## config.mk

```make
export PLATFORM = sky130hd
export DESIGN_NAME = oic_top
export DESIGN_NICKNAME = d
export VERILOG_FILES = /design/src/common/oic_pkg.sv /design/src/rtl/oic_top.sv /design/src/rtl/oic_mdio_slave.sv /design/src/rtl/oic_cal_engine.sv
export VERILOG_INCLUDE_DIRS = /design/src /design/src/common
export SDC_FILE = /design/constraint.sdc
export NUM_CORES = 1
export LEC_CHECK = 0
export ABC_AREA = 1
export CAP_MARGIN = 20
export CORE_MARGIN = 2
export CORE_UTILIZATION = 55
export DETAILED_ROUTE_END_ITERATION = 7
export DONT_BUFFER_PORTS = 1
export GPL_TIMING_DRIVEN = 1
export PLACE_DENSITY = 0.7
export SLEW_MARGIN = 10
export SYNTH_ARGS = -nofsm -noshare
export SYNTH_HDL_FRONTEND = slang
export SYNTH_SLANG_ARGS = --single-unit
```

## constraint.sdc

```tcl
create_clock -name clk -period 5.5 [get_ports clk]
set_clock_uncertainty 0.15 [all_clocks]
set_input_delay 1.1 -clock clk [delete_from_list [all_inputs] [get_ports clk]]
set_output_delay 1.1 -clock clk [all_outputs]
set_load 0.05 [all_outputs]
```

## src/common/oic_defs.svh

```systemverilog
`ifndef OIC_DEFS_SVH
`define OIC_DEFS_SVH
// Overview of operation
// - calibrate automatically at 47.3 ohm after reset
// - restart bit 15 starts calibration, self-clears
// - bit 14 reads one once calibration done
// - store pull-up 11:8, pull-down 3:0 codes
// - force bit 6 drives pads from fields
// - finger code ones strongest, zeros all off
// - target field 2:0 resets to 47.3 ohm
// - supply bit 13: 0 3.3V, 1 2.5V
// - strap 00/11 gives 3.3V, 10/01 2.5V
// - bit 12 reads one on 1.8V supply
// - straps sampled shortly after reset release
// - registers reached through the management interface

// register map, page 2 (page select is reg 22)
`define OIC_REG_PAGE 5'h16
`define OIC_REG_CTRL 5'h18
`define OIC_REG_TGT 5'h19
`define OIC_CAL_PAGE 8'h02
// control and target register fields
`define OIC_B_RESTART 15
`define OIC_B_SUPPLY 13
`define OIC_B_RSV 7
`define OIC_B_FORCE 6
`define OIC_F_UP 11:8
`define OIC_F_DN 3:0
`define OIC_F_TGT 2:0
// reset values and fixed PHY address bits
`define OIC_TGT_RST 3'h3
`define OIC_CODE_RST 4'h0
`define OIC_PAGE_RST 8'h00
`define OIC_PHY_ADDR_HI 4'h0
// timing
`define OIC_CLK_NS 50
`define OIC_SETTLE_NS 1000
`define OIC_STRAP_NS 10000
`define OIC_SETTLE_CYC ((`OIC_SETTLE_NS + `OIC_CLK_NS - 1) / `OIC_CLK_NS)
`define OIC_STRAP_CYC ((`OIC_STRAP_NS + `OIC_CLK_NS - 1) / `OIC_CLK_NS)
`endif

```

## src/common/oic_pkg.sv

```systemverilog
package oic_pkg;
  typedef enum logic [2:0] {
    MD_IDLE = 3'b000,
    MD_START = 3'b001,
    MD_HEAD = 3'b010,
    MD_TURN = 3'b011,
    MD_DATA = 3'b100
  } oic_mdio_state_t;
  typedef enum logic [0:0] {
    CAL_IDLE = 1'b0,
    CAL_RUN = 1'b1
  } oic_cal_state_t;
endpackage: oic_pkg

```

## src/rtl/oic_top.sv

```systemverilog
`timescale 1ns/100ps
`include "oic_defs.svh"
module oic_top #(
  parameter int SETTLE_CYC = `OIC_SETTLE_CYC,
  parameter int STRAP_CYC = `OIC_STRAP_CYC
) (
  // clock and hardware reset
  input wire logic clk,
  input wire logic rstn,
  // management pins
  input wire logic mdc,
  input wire logic mdioIn,
  output logic mdioOut,
  output logic mdioOe,
  // straps and supply sense
  input wire logic [1:0] configStrap,
  input wire logic io18Sense,
  // calibration replica
  input wire logic cmpStrong,
  output logic [3:0] replicaCode,
  output logic replicaLeg,
  output logic [2:0] replicaTarget,
  // pad finger drive
  output logic [3:0] padPullUp,
  output logic [3:0] padPullDown
);
  localparam int SYNC_W = 6;
  localparam logic [SYNC_W-1:0] SYNC_IDLE = 6'h03;

  logic [SYNC_W-1:0] syncPins;
  wire logic [SYNC_W-1:0] syncS2;
  logic mdcDly;
  logic mdcRise;
  logic mdioBit;
  logic v18;
  logic cmpSync;
  logic [1:0] strapLive;

  logic [15:0] strapCnt;
  logic strapDone;
  logic strapCapP;
  logic [1:0] strapBits;
  logic [4:0] phyAddr;

  logic [4:0] regAddr;
  logic [15:0] wrData;
  logic wrEn;
  logic [15:0] rdData;
  logic wrCtrl;
  logic wrTgt;
  logic wrPage;

  logic [7:0] page_reg;
  logic restart_reg;
  logic done_reg;
  logic supply_reg;
  logic [3:0] up_reg;
  logic [3:0] dn_reg;
  logic rsv_reg;
  logic force_reg;
  logic [2:0] target_reg;
  logic calStart;

  logic engBusy;
  logic engDone;
  logic [3:0] engUp;
  logic [3:0] engDn;
  logic [3:0] padUp_next;
  logic [3:0] padDn_next;

  // pin synchronisers, reset to idle pin levels so no false mdc edge
  assign syncPins = {cmpStrong, io18Sense, configStrap, mdioIn, mdc};

  generate
    for (genvar i = 0; i < SYNC_W; i++) begin : g_sync
      logic stage1;
      logic stage2;
      always_ff @(posedge clk) begin
        if (!rstn) begin
          stage1 <= SYNC_IDLE[i];
          stage2 <= SYNC_IDLE[i];
        end else begin
          stage1 <= syncPins[i];
          stage2 <= stage1;
        end
      end
      assign syncS2[i] = stage2;
    end
  endgenerate

  always_ff @(posedge clk) begin
    if (!rstn) begin
      mdcDly <= 1'b1;
    end else begin
      mdcDly <= syncS2[0];
    end
  end

  assign mdcRise = syncS2[0] && !mdcDly;
  assign mdioBit = syncS2[1];
  assign strapLive = syncS2[3:2];
  assign v18 = syncS2[4];
  assign cmpSync = syncS2[5];

  // strap capture a fixed delay after reset release
  always_ff @(posedge clk) begin
    strapCapP <= 1'b0;
    if (!rstn) begin
      strapCnt <= 16'h0000;
      strapDone <= 1'b0;
      strapBits <= 2'h0;
    end else if (!strapDone) begin
      strapCnt <= strapCnt + 16'h0001;
      if (strapCnt == 16'(STRAP_CYC - 1)) begin
        strapDone <= 1'b1;
        strapBits <= strapLive;
        strapCapP <= 1'b1;
      end
    end
  end

  assign phyAddr = {`OIC_PHY_ADDR_HI, strapBits[0]};

  // management frame decoder
  oic_mdio_slave u_mdio (
    .clk(clk),
    .rstn(rstn),
    .mdcRise(mdcRise),
    .mdioBit(mdioBit),
    .mdioOut(mdioOut),
    .mdioOe(mdioOe),
    .phyAddr(phyAddr),
    .rdData(rdData),
    .regAddr(regAddr),
    .wrData(wrData),
    .wrEn(wrEn)
  );

  assign wrPage = wrEn && regAddr == `OIC_REG_PAGE;
  assign wrCtrl = wrEn && page_reg == `OIC_CAL_PAGE && regAddr == `OIC_REG_CTRL;
  assign wrTgt = wrEn && page_reg == `OIC_CAL_PAGE && regAddr == `OIC_REG_TGT;

  // register read mux
  always_comb begin
    rdData = 16'h0000;
    if (regAddr == `OIC_REG_PAGE) begin
      rdData = {8'h00, page_reg};
    end else if (page_reg == `OIC_CAL_PAGE && regAddr == `OIC_REG_CTRL) begin
      rdData = {restart_reg, done_reg, supply_reg, v18, up_reg, rsv_reg, force_reg, 2'h0, dn_reg};
    end else if (page_reg == `OIC_CAL_PAGE && regAddr == `OIC_REG_TGT) begin
      rdData = {13'h0000, target_reg};
    end
  end

  // page select
  always_ff @(posedge clk) begin
    if (!rstn) begin
      page_reg <= `OIC_PAGE_RST;
    end else if (wrPage) begin
      page_reg <= wrData[7:0];
    end
  end

  // restart request, clears itself one cycle later
  always_ff @(posedge clk) begin
    if (!rstn) begin
      restart_reg <= 1'b0;
    end else begin
      restart_reg <= wrCtrl && wrData[`OIC_B_RESTART];
    end
  end

  assign calStart = restart_reg || strapCapP;

  // completion flag
  always_ff @(posedge clk) begin
    if (!rstn) begin
      done_reg <= 1'b0;
    end else if (calStart) begin
      done_reg <= 1'b0;
    end else if (engDone) begin
      done_reg <= 1'b1;
    end
  end

  // supply level, seeded from straps then software owned
  always_ff @(posedge clk) begin
    if (!rstn) begin
      supply_reg <= 1'b0;
    end else if (strapCapP) begin
      supply_reg <= strapBits[1] ^ strapBits[0];
    end else if (wrCtrl) begin
      supply_reg <= wrData[`OIC_B_SUPPLY];
    end
  end

  // finger code fields; only rstn restores defaults
  always_ff @(posedge clk) begin
    if (!rstn) begin
      up_reg <= `OIC_CODE_RST;
      dn_reg <= `OIC_CODE_RST;
    end else if (engDone) begin
      up_reg <= engUp;
      dn_reg <= engDn;
    end else if (wrCtrl) begin
      up_reg <= wrData[`OIC_F_UP];
      dn_reg <= wrData[`OIC_F_DN];
    end
  end

  // force and reserved bits
  always_ff @(posedge clk) begin
    if (!rstn) begin
      force_reg <= 1'b0;
      rsv_reg <= 1'b0;
    end else if (wrCtrl) begin
      force_reg <= wrData[`OIC_B_FORCE];
      rsv_reg <= wrData[`OIC_B_RSV];
    end
  end

  // impedance target
  always_ff @(posedge clk) begin
    if (!rstn) begin
      target_reg <= `OIC_TGT_RST;
    end else if (wrTgt) begin
      target_reg <= wrData[`OIC_F_TGT];
    end
  end

  // calibration sequencer
  oic_cal_engine #(
    .SETTLE_CYC(SETTLE_CYC)
  ) u_cal (
    .clk(clk),
    .rstn(rstn),
    .start(calStart),
    .cmpStrong(cmpSync),
    .busy(engBusy),
    .donePulse(engDone),
    .trialCode(replicaCode),
    .trialLeg(replicaLeg),
    .upCode(engUp),
    .dnCode(engDn)
  );

  assign replicaTarget = target_reg;

  // pad drive: forced fields or last automatic result
  assign padUp_next = force_reg ? up_reg : engUp;
  assign padDn_next = force_reg ? dn_reg : engDn;

  always_ff @(posedge clk) begin
    if (!rstn) begin
      padPullUp <= `OIC_CODE_RST;
      padPullDown <= `OIC_CODE_RST;
    end else begin
      padPullUp <= padUp_next;
      padPullDown <= padDn_next;
    end
  end

  // checks
  restart_clear_a: assert property (@(posedge clk) disable iff (!rstn)
    wrCtrl && wrData[`OIC_B_RESTART] |=> restart_reg ##1 (!restart_reg && !done_reg && engBusy))
    else $error("restart bit did not clear or start calibration");

  done_set_a: assert property (@(posedge clk) disable iff (!rstn)
    engDone && !calStart |=> done_reg && rdData[14] == (page_reg == `OIC_CAL_PAGE && regAddr == `OIC_REG_CTRL))
    else $error("completion flag not set after calibration");

  done_clear_a: assert property (@(posedge clk) disable iff (!rstn)
    calStart |=> !done_reg throughout (engBusy [*2]))
    else $error("completion flag set during calibration");

  code_store_a: assert property (@(posedge clk) disable iff (!rstn)
    engDone |=> up_reg == $past(engUp) && dn_reg == $past(engDn))
    else $error("calibrated codes not stored");

  force_pad_a: assert property (@(posedge clk) disable iff (!rstn)
    force_reg |=> padPullUp == $past(up_reg) && padPullDown == $past(dn_reg))
    else $error("pads not driven from forced fields");

  auto_pad_a: assert property (@(posedge clk) disable iff (!rstn)
    !force_reg |=> padPullUp == $past(engUp) && padPullDown == $past(engDn))
    else $error("pads not driven from calibrated codes");

  target_rst_a: assert property (@(posedge clk) disable iff (!rstn)
    $rose(rstn) |-> target_reg == `OIC_TGT_RST && replicaTarget == `OIC_TGT_RST)
    else $error("target not at default after reset");

  strap_seed_a: assert property (@(posedge clk) disable iff (!rstn)
    strapCapP |=> supply_reg == ^$past(strapBits))
    else $error("supply level not seeded from straps");

  auto_start_a: assert property (@(posedge clk) disable iff (!rstn)
    strapCapP |=> engBusy && !replicaLeg && target_reg == $past(target_reg))
    else $error("calibration not started after strap capture");

  strap_time_a: assert property (@(posedge clk) disable iff (!rstn)
    $rose(strapDone) |-> $past(strapCnt) == 16'(STRAP_CYC - 1))
    else $error("straps captured at wrong time");

  v18_read_a: assert property (@(posedge clk) disable iff (!rstn)
    $past(rstn) && $past(rstn, 2) |-> v18 == $past(io18Sense, 2))
    else $error("1.8V indication not tracking its pin");
endmodule: oic_top

```

## src/rtl/oic_mdio_slave.sv

```systemverilog
`timescale 1ns/100ps
`include "oic_defs.svh"
module oic_mdio_slave (
  // clock and reset
  input wire logic clk,
  input wire logic rstn,
  // synchronised management pins
  input wire logic mdcRise,
  input wire logic mdioBit,
  output logic mdioOut,
  output logic mdioOe,
  // register side
  input wire logic [4:0] phyAddr,
  input wire logic [15:0] rdData,
  output logic [4:0] regAddr,
  output logic [15:0] wrData,
  output logic wrEn
);
  oic_pkg::oic_mdio_state_t state;
  logic [4:0] cnt;
  logic isC45;
  logic [10:0] hdr;
  logic [15:0] dataSh;
  logic [15:0] c45Addr;
  logic [1:0] op;
  logic match;
  logic reading;
  logic [11:0] hdrFull;
  logic [15:0] dataFull;

  assign hdrFull = {hdr, mdioBit};
  assign dataFull = {dataSh[14:0], mdioBit};

  // frame decoder, clause 22 and clause 45, preamble optional
  always_ff @(posedge clk) begin
    wrEn <= 1'b0;
    if (!rstn) begin
      state <= oic_pkg::MD_IDLE;
      cnt <= 5'h00;
      isC45 <= 1'b0;
      hdr <= 11'h000;
      dataSh <= 16'h0000;
      c45Addr <= 16'h0000;
      op <= 2'h0;
      match <= 1'b0;
      reading <= 1'b0;
      regAddr <= 5'h00;
      wrData <= 16'h0000;
      mdioOut <= 1'b1;
      mdioOe <= 1'b0;
    end else if (mdcRise) begin
      case (state)
        oic_pkg::MD_IDLE: begin
          if (!mdioBit) state <= oic_pkg::MD_START;
        end
        oic_pkg::MD_START: begin
          isC45 <= !mdioBit;
          cnt <= 5'h00;
          state <= oic_pkg::MD_HEAD;
        end
        oic_pkg::MD_HEAD: begin
          hdr <= hdrFull[10:0];
          cnt <= cnt + 5'h01;
          if (cnt == 5'h0B) begin
            cnt <= 5'h00;
            state <= oic_pkg::MD_TURN;
            op <= hdrFull[11:10];
            match <= hdrFull[9:5] == phyAddr;
            reading <= (hdrFull[9:5] == phyAddr) && (isC45 ? hdrFull[11] : hdrFull[11:10] == 2'h2);
            regAddr <= isC45 ? c45Addr[4:0] : hdrFull[4:0];
          end
        end
        oic_pkg::MD_TURN: begin
          cnt <= cnt + 5'h01;
          if (cnt == 5'h00 && reading) begin
            mdioOe <= 1'b1;
            mdioOut <= 1'b0;
          end
          if (cnt == 5'h01) begin
            cnt <= 5'h00;
            state <= oic_pkg::MD_DATA;
            mdioOut <= reading ? rdData[15] : 1'b1;
            dataSh <= {rdData[14:0], 1'b0};
          end
        end
        oic_pkg::MD_DATA: begin
          cnt <= cnt + 5'h01;
          if (reading) begin
            mdioOut <= dataSh[15];
            dataSh <= {dataSh[14:0], 1'b0};
          end else begin
            dataSh <= dataFull;
          end
          if (cnt == 5'h0F) begin
            state <= oic_pkg::MD_IDLE;
            mdioOe <= 1'b0;
            mdioOut <= 1'b1;
            if (match && isC45 && op == 2'h0) c45Addr <= dataFull;
            else if (match && isC45 && op == 2'h2) c45Addr <= c45Addr + 16'h0001;
            if (match && !reading && !(isC45 && op == 2'h0)) begin
              wrEn <= 1'b1;
              wrData <= dataFull;
            end
          end
        end
        default: state <= oic_pkg::MD_IDLE;
      endcase
    end
  end
endmodule: oic_mdio_slave

```

## src/rtl/oic_cal_engine.sv

```systemverilog
`timescale 1ns/100ps
`include "oic_defs.svh"
module oic_cal_engine #(
  parameter int SETTLE_CYC = `OIC_SETTLE_CYC
) (
  // clock and reset
  input wire logic clk,
  input wire logic rstn,
  // control
  input wire logic start,
  input wire logic cmpStrong,
  output logic busy,
  output logic donePulse,
  // replica drive and results
  output logic [3:0] trialCode,
  output logic trialLeg,
  output logic [3:0] upCode,
  output logic [3:0] dnCode
);
  oic_pkg::oic_cal_state_t state;
  logic [15:0] cnt;
  logic [1:0] bitIdx;
  logic [3:0] bitMask;
  logic [3:0] decided;

  assign busy = state == oic_pkg::CAL_RUN;
  assign bitMask = 4'h1 << bitIdx;
  // keep the trial bit only while the replica is still too weak
  assign decided = cmpStrong ? trialCode : (trialCode & ~bitMask);

  // successive approximation, pull-up leg first, then pull-down
  always_ff @(posedge clk) begin
    donePulse <= 1'b0;
    if (!rstn) begin
      state <= oic_pkg::CAL_IDLE;
      cnt <= 16'h0000;
      bitIdx <= 2'h3;
      trialCode <= `OIC_CODE_RST;
      trialLeg <= 1'b0;
      upCode <= `OIC_CODE_RST;
      dnCode <= `OIC_CODE_RST;
    end else if (start) begin
      state <= oic_pkg::CAL_RUN;
      cnt <= 16'h0000;
      bitIdx <= 2'h3;
      trialCode <= 4'h8;
      trialLeg <= 1'b0;
    end else begin
      case (state)
        oic_pkg::CAL_RUN: begin
          cnt <= cnt + 16'h0001;
          if (cnt == 16'(SETTLE_CYC - 1)) begin
            cnt <= 16'h0000;
            bitIdx <= bitIdx - 2'h1;
            trialCode <= decided | (bitMask >> 1);
            if (bitIdx == 2'h0) begin
              trialCode <= 4'h8;
              trialLeg <= 1'b1;
              if (!trialLeg) begin
                upCode <= decided;
              end else begin
                dnCode <= decided;
                donePulse <= 1'b1;
                state <= oic_pkg::CAL_IDLE;
              end
            end
          end
        end
        default: state <= oic_pkg::CAL_IDLE;
      endcase
    end
  end

  cal_leg_order_a: assert property (@(posedge clk) disable iff (!rstn)
    donePulse |-> $past(trialLeg) && !busy) else $error("done without pull-down leg");
endmodule: oic_cal_engine

```

==> impl_metrics.json <==
{
  "setup_viol_count_final": 0,
  "worst_ep_required_time_ns": 4.25,
  "synth.top_cell.area_share_pct": 45.7,
  "die-area_sq_um": 14100,
  "number_of_cells_on_the_worst_hold_path": 1,
  "total_power_mw": 2.42,
  "worst_r2r_path_depth": 9,
  "yosys-top-cells-area": "sky130_fd_sc_hd__dfxtp_1 46%, sky130_fd_sc_hd__nor2_1 8.4%, sky130_fd_sc_hd__o21ai_0 7.3%",
  "die-width_um": 119,
  "yosysUniqueCellTypes": 43,
  "timing.final.max_slew_violations": 0,
  "ff2ff_setup_slack_ns": 3.25,
  "dr.pass1.iters": 5,
  "rsz0062_at_grt": "false",
  "yosys.area_share.adder_pct": 1.90,
  "area_fraction_in_compound_gates_after_synthesis_pct": 16.2,
  "dominant_combinational_cell_family_by_area_after_synthesis": "simple AND/OR/NAND/NOR gates",
  "critical_path_peak_fanout": 3,
  "cts.htree.levels": 4,
  "tritoncts_clock_tree": "built",
  "num_rows": 41,
  "finalCritPeriodShare_pct": 43.3,
  "register_area_share_after_synthesis_pct": 45.7,
  "synth_enable_flop_cells": 0,
  "area_grow_syn2layout_pct": 8.82,
  "route.vias.total": 6014,
  "grt.overflow.total": 0,
  "worst_r2r_endpoint": "u_mdio.wrData[6]$_SDFFE_PN0P_",
  "synth.avg_cell_area_sq_um": 7.40,
  "synth_nets": 997,
  "timing_hold_violations_final": 0,
  "xor_and_xnor_area_share_after_synthesis_pct": 1.69,
  "run_status": "complete, no violations",
  "top_regs": "strapCnt x16, u_cal.cnt x16, u_mdio.dataSh x16",
  "ctsHoldBuffers": 0,
  "ys_ff_latch": 165,
  "timing.max_slew.rel_slack_pct": 54.1,
  "cts_setup_buffers": 0,
  "post_synth_and_or_nand_nor_area_fraction_pct": 26.5,
  "drt-vias-per-instance": 5.23,
  "cts_made_buffers": 17,
  "grt_start_max_net_pins": 110,
  "drv_cap": 0,
  "place_hpwl_um": 10300,
  "synthMostInstantiatedCell": "sky130_fd_sc_hd__dfxtp_1",
  "postSynth.topFlopCell": "sky130_fd_sc_hd__dfxtp_1",
  "max_slew.worst_pin.slew_ns": 0.688,
  "drive_gt1_share_pct": 7.77,
  "postSynth.asyncResetShare_pct": 0,
  "cts.reportedPaths.clkPinSlew_ns": 0.06,
  "irDropWorstVdd_uv": 169,
  "holdCritStartpoint": "g_sync[1].stage1$_SDFF_PN1_",
  "synth_largest_area_cell": "sky130_fd_sc_hd__dfxtp_1",
  "cts_root_buf": "sky130_fd_sc_hd__clkbuf_16",
  "clk_path_buf_depth": 2,
  "powerDensity_nw_per_um2": 307,
  "post_synth_most_frequent_cells": "165 x sky130_fd_sc_hd__dfxtp_1, 161 x sky130_fd_sc_hd__nor2_1, 138 x sky130_fd_sc_hd__nand2_1, 105 x sky130_fd_sc_hd__o21ai_0, 94 x sky130_fd_sc_hd__inv_1",
  "antenna_violating_nets_post_route": 0,
  "grt_pass1_vias": 5581,
  "critPathKind": "flip-flop to output pin",
  "wire_per_inst_um": 13.0,
  "grt.total_usage_pct": 22.4,
  "worst_setup_path_start_kind": "flip-flop",
  "min-delay-path-class": "flip-flop to flip-flop",
  "setup-tns-final_ns": 0,
  "yosys_warnings": 0,
  "io_buffers": 0,
  "finish.net_count": 984,
  "period_needed_ns": 2.38,
  "r2r_startpoint": "u_mdio.state[0]$_SDFFE_PN0P_",
  "timing.critical_path.arrival_ns": 1.13,
  "antenna_found_initial": 1,
  "yosys-mux-area-fraction_pct": 0,
  "hold_end": "g_sync[1].stage2$_SDFF_PN1_",
  "static_leakage_nw": 3.19,
  "achievable-frequency_mhz": 420,
  "drtIter0Drc": 407,
  "core_region_area_sq_um": 12700,
  "starting_utilization_of_the_core_area_pct": 56.9,
  "syn-cell-area_sq_um": 7230,
  "first_pass_grt_wire_length_um": 25800,
  "insertion_delay_ns": 0.42,
  "instance_count_of_the_mapped_netlist": 978,
  "post-route-drc-count": 0,
  "die_h_um": 119,
  "timing.critical_path.to_type": "output pin",
  "post_cts_resize_count": 0,
  "numClockSinks": 165,
  "gpl.final_weighted_congestion": 0.876,
  "boundaryPins": 26,
  "worst_hold_slack_ns": 0.258,
  "finalWirelength_um": 15000
}
## cells in the final DEF (no fill, tap or decap), types with 6 or more instances in the layout
cell                        count
sky130_fd_sc_hd__a21oi_1       93
sky130_fd_sc_hd__clkbuf_16     17
sky130_fd_sc_hd__dfxtp_1      165
sky130_fd_sc_hd__ha_1          11
sky130_fd_sc_hd__inv_1         94
sky130_fd_sc_hd__inv_2         10
sky130_fd_sc_hd__nand2_1      138
sky130_fd_sc_hd__nand3_1       46
sky130_fd_sc_hd__nand4_1       16
sky130_fd_sc_hd__nor2_1       161
sky130_fd_sc_hd__nor2_2         8
sky130_fd_sc_hd__nor3_1        23
sky130_fd_sc_hd__o211ai_1       6
sky130_fd_sc_hd__o21ai_0      105
sky130_fd_sc_hd__xor2_1        11
## where the power goes
| part | internal [mW] | switching [mW] | total (mW) |
|---|---|---|---|
| Sequential | 1.20 | 0.00375 | 1.21 |
| Combinational | 0.0104 | 0.0194 | 0.0298 |
| Clock | 0.705 | 0.476 | 1.18 |
| Total | 1.92 | 0.499 | 2.42 |
## worst max-delay path by stage
stage                                    startpoint                       endpoint  slack [ns]  depth (start not counted)
finish              u_cal.trialCode[0]$_SDFFE_PP0P_                 replicaCode[0]        3.12                          0
global route           u_mdio.state[0]$_SDFFE_PN0P_  u_mdio.wrData[3]$_SDFFE_PN0P_        3.00                          9
CTS                 u_cal.trialCode[0]$_SDFFE_PP0P_                 replicaCode[0]        3.11                          0
detailed placement                             rstn     u_cal.cnt[10]$_SDFFE_PP0P_        2.84                          5
global placement                               rstn     u_cal.cnt[15]$_SDFFE_PP0P_        2.87                          6
floorplan                                      rstn     u_cal.cnt[13]$_SDFFE_PP0P_        3.32                          6
## area by class of cell
class                           count  area [sq um]
Multi-Input combinational cell    673          3350
Sequential cell                   165          3300
Clock inverter                     11           125
Fill cell                        1182          4850
Tap cell                          172           215
Clock buffer                       21           470
Antenna cell                        1          2.50
Inverter                          108           408
## cells by family (layout without fill, tap and decap cells)
family | count (synthesis) | in the layout
adders and majority gates | 11 | 11
other | 0 | 1
buffers and inverters | 140 | 140
DFF | 165 | 165
and+or+nand+nor | 424 | 424
AOI/OAI and AO/OA | 224 | 224
xor gates and xnor gates | 14 | 14
## layer usage
metal / vias up / track usage, % / wire [um]
met5: - / 0 / 0
met4: 0 / 10.3 / 381
met3: 28 / 4.92 / 600
met2: 106 / 35.2 / 6790
met1: 2689 / 29.4 / 7210
li1: 3191 / - / -
## stage by stage
stage               setup slack, ns  utilization (%)  instance area [sq um]  cells
finish                         3.12             61.9                   7870   1151
global route                   3.00             61.9                   7870   1151
CTS                            3.11             61.9                   7870   1150
detailed placement             2.84             57.2                   7270   1118
global placement               2.87             57.2                   7270   1118
floorplan                      3.32                -                   7230    978
(Power assumes the default switching activity.)
